[src/hdl/ccc_pkg.sv]
package ccc_pkg;

  // ****************************************
  // Timing
  // ****************************************
  localparam int CLK_MHZ           = 200;
  localparam int REFRESH_PERIOD_US = 16;
  localparam int REFRESH_CYCLES    = REFRESH_PERIOD_US * CLK_MHZ;
  localparam int SLOT_COUNT        = 8;
  localparam int OCTAVE_COUNT      = 8;
  localparam int JITTER_DIV        = 16;

  // ****************************************
  // Host register map (index within 16)
  // ****************************************
  localparam logic [3:0] REG_CARD_STATUS = 4'h0;
  localparam logic [3:0] REG_CPU_RESET   = 4'h1;
  localparam logic [3:0] REG_PAGE_ONE    = 4'h2;
  localparam logic [3:0] REG_PAGE_TWO    = 4'h3;
  localparam logic [3:0] REG_LOCAL_IRQ   = 4'h4;

  // ****************************************
  // Local I/O map
  // ****************************************
  localparam logic [15:0] LOCAL_IO_BASE   = 16'hFE80;
  localparam logic [15:0] LOCAL_IO_SECOND = 16'hFEC0;
  localparam logic [5:0]  IO_CONTROL      = 6'h00;
  localparam logic [5:0]  IO_PITCH_A_LO   = 6'h04;
  localparam logic [5:0]  IO_PITCH_A_HI   = 6'h05;
  localparam logic [5:0]  IO_PITCH_B_LO   = 6'h06;
  localparam logic [5:0]  IO_PITCH_B_HI   = 6'h07;
  localparam logic [5:0]  IO_STATUS_CODE  = 6'h08;
  localparam logic [5:0]  IO_FILTER_BASE  = 6'h10;
  localparam logic [5:0]  IO_AMP_A_LO     = 6'h20;
  localparam logic [5:0]  IO_AMP_A_HI     = 6'h21;
  localparam logic [5:0]  IO_AMP_B_LO     = 6'h22;
  localparam logic [5:0]  IO_AMP_B_HI     = 6'h23;
  localparam logic [5:0]  IO_TRANSFER     = 6'h24;

  // ****************************************
  // Reset values
  // ****************************************
  localparam logic [7:0]  CONTROL_RESET = 8'h00;
  localparam logic [14:0] PITCH_RESET   = 15'h0000;

  // ****************************************
  // Control latch bits
  // ****************************************
  localparam int CTL_RUN_A    = 0;
  localparam int CTL_RUN_B    = 1;
  localparam int CTL_SMOOTH_A = 2;
  localparam int CTL_SMOOTH_B = 3;
  localparam int CTL_EOL_IE_A = 4;
  localparam int CTL_EOL_IE_B = 5;
  localparam int CTL_LOOP_A   = 6;
  localparam int CTL_LOOP_B   = 7;

  typedef enum logic [1:0] {
    ADDR_LOCAL,
    ADDR_PAGE,
    ADDR_HOST_LOW
  } ccc_addr_src_type;

  typedef struct packed {
    logic        card_select_n;
    logic        page_select;
    logic        host_sel_two;
    logic        refresh;
    logic        write;
    logic [15:0] addr;
    logic [7:0]  data;
  } ccc_host_bus_type;

  typedef struct packed {
    logic [1:0]  filter_sel;
    logic        filter_we;
    logic [7:0]  filter_code;
    logic [11:0] amp_a;
    logic [11:0] amp_b;
  } ccc_cv_type;

endpackage

[src/hdl/ccc_channel_card_control.sv]
`timescale 1ns/1ps
// Operation
// Host sees sixteen registers, two 256-byte windows
// Host accesses steal a local processor cycle
// Refresh steals one cycle per sixteen microseconds
// One waveform slot shared by both channels
// Take slot on token, assert slot_taken
// Transceiver off for host, refresh, local I/O
// Two host page registers loaded from data path
// DRAM address from local, page or host
// Refresh row seven bits, page offset eight
// Local clock gated by select and refresh
// Register decode when select low, window high
// Local I/O two 64-byte blocks at FE80
// Local I/O access disables data transceiver
// Pitch: 3-bit octave, 12-bit rate multiplier
// Counter gives eight octaves, one selected
// Divide-by-sixteen filter, gated by run
// Status: four host flags plus local code
// Control latch cleared at power-on
// Reset flip-flop host-only, cleared at power-on
// Converters reachable only from local processor
// Filter converter byte-selected by low address
// Amplitude takes effect after transfer strobe
// Slot token low one slice in eight
// E and Q clocks supplied by support board
// Host loads page before window access
module ccc_channel_card_control (
  input  wire logic                      clk_i,
  input  wire logic                      arst_n_i,
  input  wire ccc_pkg::ccc_host_bus_type host_i,
  input  wire logic                      clk_e_i,
  input  wire logic                      clk_q_i,
  input  wire logic                      slot_token_n_i,
  input  wire logic                      slice_tick_i,
  input  wire logic                      pitch_tick_i,
  input  wire logic                      engine_request_i,
  input  wire logic                      engine_irq_i,
  input  wire logic                      local_valid_i,
  input  wire logic                      local_write_i,
  input  wire logic [15:0]               local_addr_i,
  input  wire logic [7:0]                local_data_i,
  output logic [7:0]                     host_rdata_o,
  output logic                           local_clk_e_o,
  output logic                           local_clk_q_o,
  output logic                           local_reset_n_o,
  output logic                           local_irq_o,
  output logic                           transceiver_en_o,
  output logic [7:0]                     dram_addr_o,
  output logic                           slot_taken_o,
  output logic                           sample_clk_a_o,
  output logic                           sample_clk_b_o,
  output logic [7:0]                     control_o,
  output ccc_pkg::ccc_cv_type            cv_o
);
  import ccc_pkg::*;

  // ****************************************
  // State
  // ****************************************
  typedef struct packed {
    logic [1:0]  sel_meta;
    logic [1:0]  sel_sync;
    logic [1:0]  eq_meta;
    logic [1:0]  eq_sync;
    logic        tok_meta;
    logic        tok_sync;
    logic [15:0] ref_count;
    logic        ref_pending;
    logic        e_prev;
    logic [7:0]  page_one;
    logic [7:0]  page_two;
    logic        cpu_run;
    logic        local_irq;
    logic [3:0]  status_code;
    logic [7:0]  control;
    logic [14:0] pitch_a;
    logic [14:0] pitch_b;
    logic [11:0] rate_acc_a;
    logic [11:0] rate_acc_b;
    logic [7:0]  oct_cnt_a;
    logic [7:0]  oct_cnt_b;
    logic        oct_prev_a;
    logic        oct_prev_b;
    logic [3:0]  jit_a;
    logic [3:0]  jit_b;
    logic        slot_owner;
    logic [15:0] amp_stage_a;
    logic [15:0] amp_stage_b;
    logic [7:0]  rdata;
    logic        clk_e;
    logic        clk_q;
    logic        reset_n;
    logic        irq;
    logic        xcvr;
    logic [7:0]  dram_addr;
    logic        slot_taken;
    logic        samp_a;
    logic        samp_b;
    ccc_cv_type  cv;
  } ccc_state_type;

  ccc_state_type r;
  ccc_state_type next_r;

  logic             host_active;
  logic             reg_access;
  logic             window_access;
  logic             local_io;
  logic             local_io_first;
  logic [5:0]       io_off;
  ccc_addr_src_type addr_src;
  logic             oct_sel_a;
  logic             oct_sel_b;
  logic             carry_a;
  logic             carry_b;

  always_comb begin
    next_r = r;
    // ****************************************
    // Synchronisers
    // ****************************************
    // Host bus fields are same-domain latched strobes
    next_r.sel_meta = {host_i.page_select, ~host_i.card_select_n};
    next_r.sel_sync = r.sel_meta;
    next_r.eq_meta  = {clk_q_i, clk_e_i};
    next_r.eq_sync  = r.eq_meta;
    next_r.tok_meta = slot_token_n_i;
    next_r.tok_sync = r.tok_meta;

    // ****************************************
    // Decode
    // ****************************************
    host_active    = r.sel_sync[0];
    reg_access     = host_active & r.sel_sync[1];
    window_access  = host_active & ~r.sel_sync[1];
    local_io       = local_valid_i & (local_addr_i[15:7] == LOCAL_IO_BASE[15:7]);
    local_io_first = local_io & (local_addr_i[15:6] == LOCAL_IO_BASE[15:6]);
    io_off         = local_addr_i[5:0];

    // ****************************************
    // Refresh: count the period, steal one cycle of the local clock
    // ****************************************
    // Pending ends on a host refresh or after one stolen E phase, so a
    // missing refresh cannot freeze the local processor for good
    next_r.e_prev = r.eq_sync[0];
    if (host_i.refresh) begin
      next_r.ref_pending = 1'b0;
    end
    if (r.ref_pending & r.e_prev & ~r.eq_sync[0]) begin
      next_r.ref_pending = 1'b0;
    end
    // Period tick comes last so it wins over a same-cycle clear
    if (r.ref_count == 16'(REFRESH_CYCLES - 1)) begin
      next_r.ref_count   = 16'h0000;
      next_r.ref_pending = 1'b1;
    end else begin
      next_r.ref_count = r.ref_count + 16'h0001;
    end

    // ****************************************
    // Local clock stopped while host or refresh owns memory
    // ****************************************
    next_r.clk_e = r.eq_sync[0] & ~host_active & ~host_i.refresh & ~r.ref_pending;
    next_r.clk_q = r.eq_sync[1] & ~host_active & ~host_i.refresh & ~r.ref_pending;

    // ****************************************
    // Transceiver closed so host data never reaches peripheral side
    // ****************************************
    next_r.xcvr = ~(host_active | host_i.refresh | local_io);

    // ****************************************
    // DRAM address multiplexer
    // ****************************************
    if (host_i.refresh) begin
      addr_src = ADDR_HOST_LOW;
    end else if (window_access) begin
      addr_src = ADDR_HOST_LOW;
    end else begin
      addr_src = ADDR_LOCAL;
    end
    if (window_access & r.eq_sync[1]) begin
      addr_src = ADDR_PAGE; // column phase carries the page
    end
    unique case (addr_src)
      ADDR_LOCAL:    next_r.dram_addr = r.eq_sync[1] ? local_addr_i[15:8] : local_addr_i[7:0];
      ADDR_PAGE:     next_r.dram_addr = host_i.host_sel_two ? r.page_two : r.page_one;
      ADDR_HOST_LOW: next_r.dram_addr = host_i.refresh ? {1'b0, host_i.addr[6:0]} : host_i.addr[7:0];
    endcase

    // ****************************************
    // Host register file
    // ****************************************
    next_r.rdata = 8'h00;
    if (reg_access) begin
      unique case (host_i.addr[3:0])
        REG_CARD_STATUS: begin
          if (!host_i.write) begin
            next_r.rdata = {engine_irq_i, ~r.cpu_run, r.control[CTL_RUN_A], r.control[CTL_RUN_B],
                            r.status_code};
          end
        end
        REG_CPU_RESET: begin
          if (host_i.write) begin
            next_r.cpu_run = host_i.data[0];
          end
        end
        REG_PAGE_ONE: begin
          if (host_i.write) begin
            next_r.page_one = host_i.data;
          end
        end
        REG_PAGE_TWO: begin
          if (host_i.write) begin
            next_r.page_two = host_i.data;
          end
        end
        REG_LOCAL_IRQ: begin
          if (host_i.write) begin
            next_r.local_irq = 1'b1;
          end
        end
        default: begin
        end
      endcase
    end

    // ****************************************
    // Local I/O: latch, pitch, status code, converters
    // ****************************************
    next_r.cv.filter_we = 1'b0;
    if (local_io_first & local_write_i) begin
      unique case (io_off)
        IO_CONTROL: begin
          next_r.control = local_data_i;
        end
        IO_PITCH_A_LO: begin
          next_r.pitch_a[7:0] = local_data_i;
        end
        IO_PITCH_A_HI: begin
          next_r.pitch_a[14:8] = local_data_i[6:0];
        end
        IO_PITCH_B_LO: begin
          next_r.pitch_b[7:0] = local_data_i;
        end
        IO_PITCH_B_HI: begin
          next_r.pitch_b[14:8] = local_data_i[6:0];
        end
        IO_STATUS_CODE: begin
          next_r.status_code = local_data_i[3:0];
        end
        IO_AMP_A_LO: begin
          next_r.amp_stage_a[7:0] = local_data_i;
        end
        IO_AMP_A_HI: begin
          next_r.amp_stage_a[15:8] = local_data_i;
        end
        IO_AMP_B_LO: begin
          next_r.amp_stage_b[7:0] = local_data_i;
        end
        IO_AMP_B_HI: begin
          next_r.amp_stage_b[15:8] = local_data_i;
        end
        default: begin
        end
      endcase
      if (io_off[5:2] == IO_FILTER_BASE[5:2]) begin
        next_r.cv.filter_sel  = io_off[1:0];
        next_r.cv.filter_code = local_data_i;
        next_r.cv.filter_we   = 1'b1;
      end
    end
    if (local_io_first & (io_off == IO_TRANSFER)) begin
      next_r.cv.amp_a = r.amp_stage_a[11:0];
      next_r.cv.amp_b = r.amp_stage_b[11:0];
    end
    if (local_io_first & (io_off == IO_CONTROL) & ~local_write_i) begin
      next_r.local_irq = 1'b0; // host interrupt acknowledged locally
    end
    if (reg_access & host_i.write & (host_i.addr[3:0] == REG_LOCAL_IRQ)) begin
      next_r.local_irq = 1'b1; // set wins over a same-cycle acknowledge
    end

    // ****************************************
    // Pitch: rate multiplier drops pulses from the master tick
    // ****************************************
    oct_sel_a = 1'b0;
    oct_sel_b = 1'b0;
    carry_a   = 1'b0;
    carry_b   = 1'b0;
    if (pitch_tick_i) begin
      {carry_a, next_r.rate_acc_a} = {1'b0, r.rate_acc_a} + {1'b0, r.pitch_a[11:0]};
      {carry_b, next_r.rate_acc_b} = {1'b0, r.rate_acc_b} + {1'b0, r.pitch_b[11:0]};
    end
    // Each kept pulse advances the octave chain, bit 0 is the fastest octave
    next_r.oct_cnt_a = r.oct_cnt_a + 8'(carry_a);
    next_r.oct_cnt_b = r.oct_cnt_b + 8'(carry_b);
    oct_sel_a = r.oct_cnt_a[3'(7) - r.pitch_a[14:12]];
    oct_sel_b = r.oct_cnt_b[3'(7) - r.pitch_b[14:12]];
    next_r.oct_prev_a = oct_sel_a;
    next_r.oct_prev_b = oct_sel_b;
    if (oct_sel_a & ~r.oct_prev_a) next_r.jit_a = r.jit_a + 4'h1;
    if (oct_sel_b & ~r.oct_prev_b) next_r.jit_b = r.jit_b + 4'h1;
    next_r.samp_a = r.jit_a[3] & r.control[CTL_RUN_A];
    next_r.samp_b = r.jit_b[3] & r.control[CTL_RUN_B];

    // ****************************************
    // Waveform slot: token low marks our slice, channels alternate
    // ****************************************
    next_r.slot_taken = 1'b0;
    if (slice_tick_i & ~r.tok_sync) begin
      next_r.slot_owner = ~r.slot_owner;
      next_r.slot_taken = engine_request_i;
    end else if (r.slot_taken & ~slice_tick_i) begin
      next_r.slot_taken = 1'b1; // held for the whole slice
    end

    if (!r.control[CTL_RUN_A]) next_r.jit_a = 4'h0;
    if (!r.control[CTL_RUN_B]) next_r.jit_b = 4'h0;
    next_r.reset_n = r.cpu_run;
    next_r.irq     = r.local_irq;
  end

  // ****************************************
  // Registers
  // ****************************************
  always_ff @(posedge clk_i or negedge arst_n_i) begin
    if (!arst_n_i) begin
      r <= '0; // control latch, pitches and reset flip-flop all clear
    end else begin
      r <= next_r;
    end
  end

  // ****************************************
  // Outputs
  // ****************************************
  assign host_rdata_o     = r.rdata;
  assign local_clk_e_o    = r.clk_e;
  assign local_clk_q_o    = r.clk_q;
  assign local_reset_n_o  = r.reset_n;
  assign local_irq_o      = r.irq;
  assign transceiver_en_o = r.xcvr;
  assign dram_addr_o      = r.dram_addr;
  assign slot_taken_o     = r.slot_taken;
  assign sample_clk_a_o   = r.samp_a;
  assign sample_clk_b_o   = r.samp_b;
  assign control_o        = r.control;
  assign cv_o             = r.cv;

endmodule // ccc_channel_card_control

[config.mk]
export PLATFORM = sky130hd
export DESIGN_NAME = ccc_channel_card_control
export DESIGN_NICKNAME = d
export VERILOG_FILES = /design/src/hdl/ccc_pkg.sv /design/src/hdl/ccc_channel_card_control.sv
export SDC_FILE = /design/constraint.sdc
export NUM_CORES = 1
export LEC_CHECK = 0
export ABC_AREA = 1
export ABC_CLOCK_PERIOD_IN_PS = 3000
export BUFFER_PORTS_ARGS = -buffer_cell sky130_fd_sc_hd__buf_2
export CORE_UTILIZATION = 59
export DETAILED_ROUTE_END_ITERATION = 10
export PLACE_DENSITY_LB_ADDON = 0.08
export SETUP_SLACK_MARGIN = 0.1
export SLEW_MARGIN = 15
export SYNTH_ARGS = -nofsm -noshare
export SYNTH_HDL_FRONTEND = slang
export SYNTH_SLANG_ARGS = --single-unit
[constraint.sdc]
create_clock -name clk_i -period 3 [get_ports clk_i]
set_clock_uncertainty 0.2 [all_clocks]
set_input_delay 0.9 -clock clk_i [delete_from_list [all_inputs] [get_ports clk_i]]
set_output_delay 0.9 -clock clk_i [all_outputs]
set_load 0.02 [all_outputs]
==> run metrics, run 1 <==
largest net degree at the start of global routing=58; area of the multi-input gates=0.00441 mm^2; mapped cell area=0.0112 mm^2; Syn. warnings=0; critical path endpoint category=flop; Core Area=0.0183 mm^2; PD cells=581 mW/mm^2; cell chain of the critical path=ha_1 -> fa_1 -> nand2_1 -> nor2_1 -> o21ai_2 -> nand2_1 -> nand2_1 -> nand3_1 -> nand2_1 -> inv_1 -> ha_1 -> ha_1 -> nand3_1 -> nor3_1 -> xor2_1; slowest stage delay, CP=430 ps; Post-DRT Antenna Nets=0; # diodes=0; Rel. slew slack=65.6%; CTS sink count=221; Port Buffers=122; initial antenna violation count=0; die height=140 um; setup violators final=0; Post-DP HPWL=17,800 um; crit-path max FO=3; Most common cell on crit path=nand2_1; share of flip-flops with an asynchronous set or reset=100%; pre-CTS setup slack=164 ps; die area=0.0195 mm^2; drt pass-1 iters=5; Rows=49; slowest CP cell=fa_1; post-layout minimum cycle time=2730 ps; vias in the first global route=8,477; worst slew pin tran=512 ps; net count reported at finish=1,530; root buf cell=clkbuf_16; Critical Path RT=3180 ps; final hold slack=97.5 ps; Cell variety after synth=36; Synth area leader=dfrtp_1; Synth Flop Type=dfrtp_1; Pleak=6.82 nW; setup_tns=0 ps; drt drc=0; layout overhead on the synthesized area=11.6%; dominant cells by area after synthesis=dfrtp_1 (50%), nand2_1 (14%), inv_1 (5.5%); CP Launch Type=flop; Die Span X=140 um; CTS tree=built; Seq cells post-synth=221; DP Area=0.0116 mm^2; CP bufs+invs=1; worst setup margin=268 ps; Post-CTS Setup Inserts=0; H-tree Lvls=1; drt total wl=25,200 um; Final Cell Area=0.0125 mm^2; Total Routing Usage GR=27.1%; part of the cycle the worst path needs=91.1%; Num CTS Buffers=24; Worst-path clk slew=60 ps; Initial Util=61.1%; RSZ-0062 raised after global routing=true; Register Area=0.00553 mm^2; vias=8,796; routed vias/inst=5.25; CTS max path bufs=3; critical path class=reg2reg; EDFF count, synth=0; Max-cap violations=0; first-pass GRT wire length=42,400 um; Fmax achieved=0.366 GHz; Mapped Cells=1,358; Hold Fails Final Rpt=0; Worst IR Drop VDD=514 uV; Filler cells=1,531; run status=completed; fin. max-slew vios=0; HP Class=in2async; Mapped Avg Cell Area=8.22 um^2; register area share after synthesis=49.5%; gr ovfl total=0; num ports=131; last weighted congestion value of the routability-driven placer=0.890; critical path arrival=2910 ps; delay-heaviest family, CP=adder cells; layout cells sized above 1=13.9%; initial DRC count=542; top-area cell type share of the netlist area=49.5%; Clock Latency Late Sink=510 ps; syn nets=1,457; drt wl/cell=15.0 um
final timing paths:
path                              from     end  slack, ps  cells past startpoint
max                             r[118]  r[108]        270                     15
min                           arst_n_i  r[118]        100                      1
max reg2reg                     r[118]  r[108]        270                     15
min reg2reg                next_r[220]  r[220]        150                      0
max in group asynchronous     arst_n_i   r[67]       1780                      2
min in group clk_i         next_r[220]  r[220]        150                      0
per-stage QoR:
step	utilization [%]	total power [mW]	std cells
5_1_grt	68.2	7.59	1676
2_1_floorplan	-	3.99	1358
3_5_place_dp	63.7	4.30	1634
4_1_cts	68.1	7.26	1676
3_3_place_gp	63.7	4.28	1634
6_report	68.2	7.23	1676
cells in the final DEF, fill, tap and decap left out, types with 26 or more instances in the layout:
master and n:
nor2_1 74, xor2_1 27, a21oi_1 26, buf_2 121, nand2_1 419, o21ai_0 71, inv_1 163, dfrtp_1 221
nand4_1 57, nand3_1 88, ha_1 32
layer usage:
| metal | share of wire, % | vias to the layer above | global-route usage, % |
|---|---|---|---|
| met5 | 0 | - | 0 |
| met4 | 1.9 | 0 | 6.25 |
| met3 | 4.2 | 50 | 3.27 |
| met2 | 47 | 207 | 44.2 |
| met1 | 47 | 4109 | 39.0 |
| li1 | - | 4430 | - |
cell type report:
class | instances | share of cell area (%)
Sequential cell | 221 | 44.4
Multi-Input combinational cell | 875 | 35.4
Timing Repair Buffer | 144 | 6.51
Clock buffer | 32 | 5.55
Inverter | 165 | 4.97
Tap cell | 229 | 2.30
Clock inverter | 10 | 0.894
cells by family (layout without fill, tap and decap cells):
| logic type | count (synthesis) | count (layout) | synth area share, % |
|---|---|---|---|
| AOI/OAI and AO/OA | 134 | 134 | 6.48 |
| xor gates and xnor gates | 29 | 29 | 2.28 |
| adders and majority gates | 35 | 35 | 4.06 |
| buffers and inverters | 262 | 351 | 11.2 |
| DFF | 221 | 221 | 49.5 |
| and+or+nand+nor | 677 | 677 | 26.5 |
what timing repair did:
| item | in CTS | in global routing |
|---|---|---|
| gates resized for setup | 0 | 5 |
| hold buffers | 0 | 0 |
| endpoints found under the setup margin | 0 | 6 |
power by group:
group          leakage (nW)  switching [mW]  internal, mW
registers              2.87          0.0807          3.13
logic                  3.56           0.685         0.372
clock network         0.389            1.18          1.79
total                  6.82            1.94          5.29
sequential cells by signal, indices dropped and copies added (netlist names), 8 cells and up:
register / flops
next_r: 8
cv_o: 35
host_rdata_o: 8
r: 145
dram_addr_o: 8
control_o: 8
Yosys cell counts (3+ instances only):
master and instances:
nand3b_1 3, buf_4 60, nor3_4 4, nand4_1 57, nand2_1 419, nor3_1 13
clkbuf_1 20, inv_1 163, buf_2 11, dfrtp_1 221, nor2_1 74, a21oi_1 26
nand3_1 88, xor2_1 27, a32oi_1 7, o21ai_1 18, o21a_1 8, nor3b_1 8
buf_6 3, o21ai_0 72, ha_1 33
No activity file was read; power rests on OpenSTA's default activity.
==> run 2, diff against run 1 <==
--- a/config.mk
+++ b/config.mk
@@ -8,8 +8,12 @@
 export ABC_AREA = 1
 export ABC_CLOCK_PERIOD_IN_PS = 3000
 export BUFFER_PORTS_ARGS = -buffer_cell sky130_fd_sc_hd__buf_2
-export CORE_UTILIZATION = 59
+export CELL_PAD_IN_SITES_DETAIL_PLACEMENT = 2
+export CELL_PAD_IN_SITES_GLOBAL_PLACEMENT = 2
+export CORE_UTILIZATION = 36
+export CTS_BUF_LIST = sky130_fd_sc_hd__clkbuf_4 sky130_fd_sc_hd__clkbuf_8
 export DETAILED_ROUTE_END_ITERATION = 10
+export HOLD_SLACK_MARGIN = 0.12
 export PLACE_DENSITY_LB_ADDON = 0.08
 export SETUP_SLACK_MARGIN = 0.1
 export SLEW_MARGIN = 15
==> run 2 against run 1 <==
  * Non-clock buffer count up 9
  * Utilization fell by 26 points
  * Power increased by 4.5%
  * Sequential power hardly changed
  * Routed wire length up 33%
  * Die area up 63%
  * Final area is 3.3% higher
  * Flip-flop and latch count is the same
  * Clock power up 7.7%
  * Combinational power is 8% higher
  * First-iteration DRC count is 37% lower
  * Critical endpoint is now r[116]
  * Largest cell class unchanged
==> run metrics, run 2 (synthesis gave the netlist of run 1 again) <==
Most common cell on crit path=nand2_1; Hold Path End=host_active; Num CTS Buffers=42 (+75%); hold_sp=next_r[226]; most frequent cells in the layout=nand2_1 (419), dfrtp_1 (221), inv_1 (163), buf_2 (121), nand3_1 (87); cell chain of the critical path=ha_2 -> fa_2 -> nand2_1 -> nand3_1 -> nand3_2 -> nand2_1 -> nand2_1 -> nand3_1 -> nand2_1 -> inv_1 -> ha_1 -> ha_1 -> nand3_1 -> nor3_1 -> xor2_1; vias=9,361 (+6.4%); part of the cycle the worst path needs=91.2% (+0.18 points); CTS sink count=221 (unchanged); post-layout minimum cycle time=2740 ps (+5.31 ps); gr ovfl total=0 (unchanged); drt wl/cell=17.9 um (+19%); initial antenna violation count=0 (unchanged); CP bufs+invs=1 (unchanged); Pleak=6.96 nW (+1.9%); delay-heaviest family, CP=adder cells; internal reg-to-reg setup slack=260 ps (about the same); slowest stage delay, CP=400 ps (-30 ps); # diodes=0 (unchanged); net count reported at finish=1,557 (+1.8%); root buf cell=clkbuf_8; Core Area=0.0305 mm^2 (+67%); Max-cap violations=0 (unchanged); num ports=131 (unchanged); die area=0.0317 mm^2 (+63%); HP Class=reg2reg; CTS tree=built; Fmax achieved=0.365 GHz (-0.19%); layout cells sized above 1=16.6% (+2.7 points); slowest CP cell=dfrtp_1; drt total wl=33,600 um (+33%); worst reg2reg path depth=15 (unchanged); die height=178 um (+28%); Min-Delay Path Depth=0; setup_tns=0 ps (unchanged); PD cells=587 mW/mm^2 (+1.1%); final hold slack=147 ps (+49.6 ps); Worst IR Drop VDD=340 uV (-34%); Rows=64 (+31%); Worst Setup SP=r[130]; Final Power=7.56 mW (+4.5%); Clock Latency Late Sink=550 ps (+40 ps); Critical Path RT=3210 ps (+30 ps); Hold Fails Final Rpt=0 (unchanged); CTS max path bufs=3 (unchanged); H-tree Lvls=2 (+1); Post-DRT Antenna Nets=0 (unchanged); first-pass GRT wire length=54,800 um (+29%); routed vias/inst=4.97 (-5.2%); initial DRC count=342 (-37%); Port Buffers=122 (unchanged); critical path endpoint category=flop; vias in the first global route=10,300 (+22%); R2R Path Start=r[130]; most common cell after layout, fill and taps aside=nand2_1; last weighted congestion value of the routability-driven placer=0.806 (-9.5%); critical path arrival=2950 ps (+40 ps); Initial Util=36.6% (-25 points); Total Routing Usage GR=22.1% (-5.0 points); critical path class=reg2reg; Rel. slew slack=62.3% (-3.4 points); Reg with most FFs=r; worst slew pin tran=562 ps (+50.0 ps); max reg flops=145 (unchanged); CP Launch Type=flop; layout overhead on the synthesized area=15.3%; drt pass-1 iters=4 (-1); run status=completed; Crit Reg-Reg Endpoint=r[116]; Post-DP HPWL=24,500 um (+38%); drt drc=0 (unchanged); RSZ-0062 raised after global routing=true; setup violators final=0 (unchanged); fin. max-slew vios=0 (unchanged); Die Span X=178 um (+28%); Worst-path clk slew=70 ps (about the same); crit-path max FO=3 (unchanged); largest net degree at the start of global routing=59 (+1.7%)
[run 2: cell count changes in the layout (fill, tap and decap cells not counted), sizes merged]
cell,before,now
bufinv,2,1
clkinv,7,4
clkinvlp,3,1
buf,144,152
clkbuf,32,68
dlygate4sd3,0,1
[run 2: per-stage QoR]
| stage | setup WS (ps) | util (%) | cell area, um^2 | std cells |
|---|---|---|---|---|
| 3_5_place_dp | 13.3 | 39.1 | 11900 | 1809 |
| 4_1_cts | 101 | 42.1 | 12800 | 1882 |
| 5_1_grt | 63.6 | 42.2 | 12900 | 1882 |
| 3_3_place_gp | 106 | 39.1 | 11900 | 1809 |
| 2_1_floorplan | 413 | - | 11200 | 1358 |
| 6_report | 263 | 42.2 | 12900 | 1882 |
[run 2: report_power, final]
part,internal (mW),switching (mW)
logic,0.377,0.762
clock network,1.89,1.31
registers,3.13,0.0848
[run 2: final cells by class]
cell class / count / area [um^2]
Fill cell: 3510 / 17600
Inverter: 165 / 619
Clock inverter: 4 / 47.5
Clock buffer: 68 / 861
Multi-Input combinational cell: 875 / 4410
Tap cell: 396 / 495
Timing Repair Buffer: 153 / 906
Sequential cell: 221 / 5530
[run 2: worst max-delay path by stage]
| stage | endpoint | slack, ps | depth (start not counted) |
|---|---|---|---|
| after global placement | r[108] | 110 | 15 |
| final | r[116] | 260 | 15 |
| after floorplan | r[108] | 410 | 15 |
| after CTS | r[116] | 100 | 15 |
| after detailed placement | r[108] | 10 | 15 |
| after global routing | r[116] | 60 | 15 |
[run 2: worst register-to-register path, stage by stage, from the launching register on]
cell and delay, ps:
dfrtp_1 400, ha_2 220, fa_2 370, nand2_1 100
nand3_1 120, nand3_2 100, nand2_1 80, nand2_1 80
nand3_1 90, nand2_1 70, inv_1 40, ha_1 190
ha_1 220, nand3_1 120, nor3_1 70, xor2_1 140
[run 2: timing repair]
action	CTS	global route
gates resized for setup	2	7
hold endpoints to repair	35	0
setup endpoints to repair	1	5
setup buffers	0	0
hold buffers	1	0
cloned	0	0
[run 2: per-layer routing]
| layer | wire length, um | global-route usage (%) | vias to the layer above | share of wire [%] |
|---|---|---|---|---|
| met5 | 0 | 0 | - | 0 |
| met1 | 15100 | 28.6 | 4708 | 45 |
| met4 | 497 | 5.06 | 0 | 1.5 |
| met2 | 16900 | 38.7 | 133 | 50 |
| li1 | - | - | 4484 | - |
| met3 | 1150 | 3.22 | 36 | 3.4 |
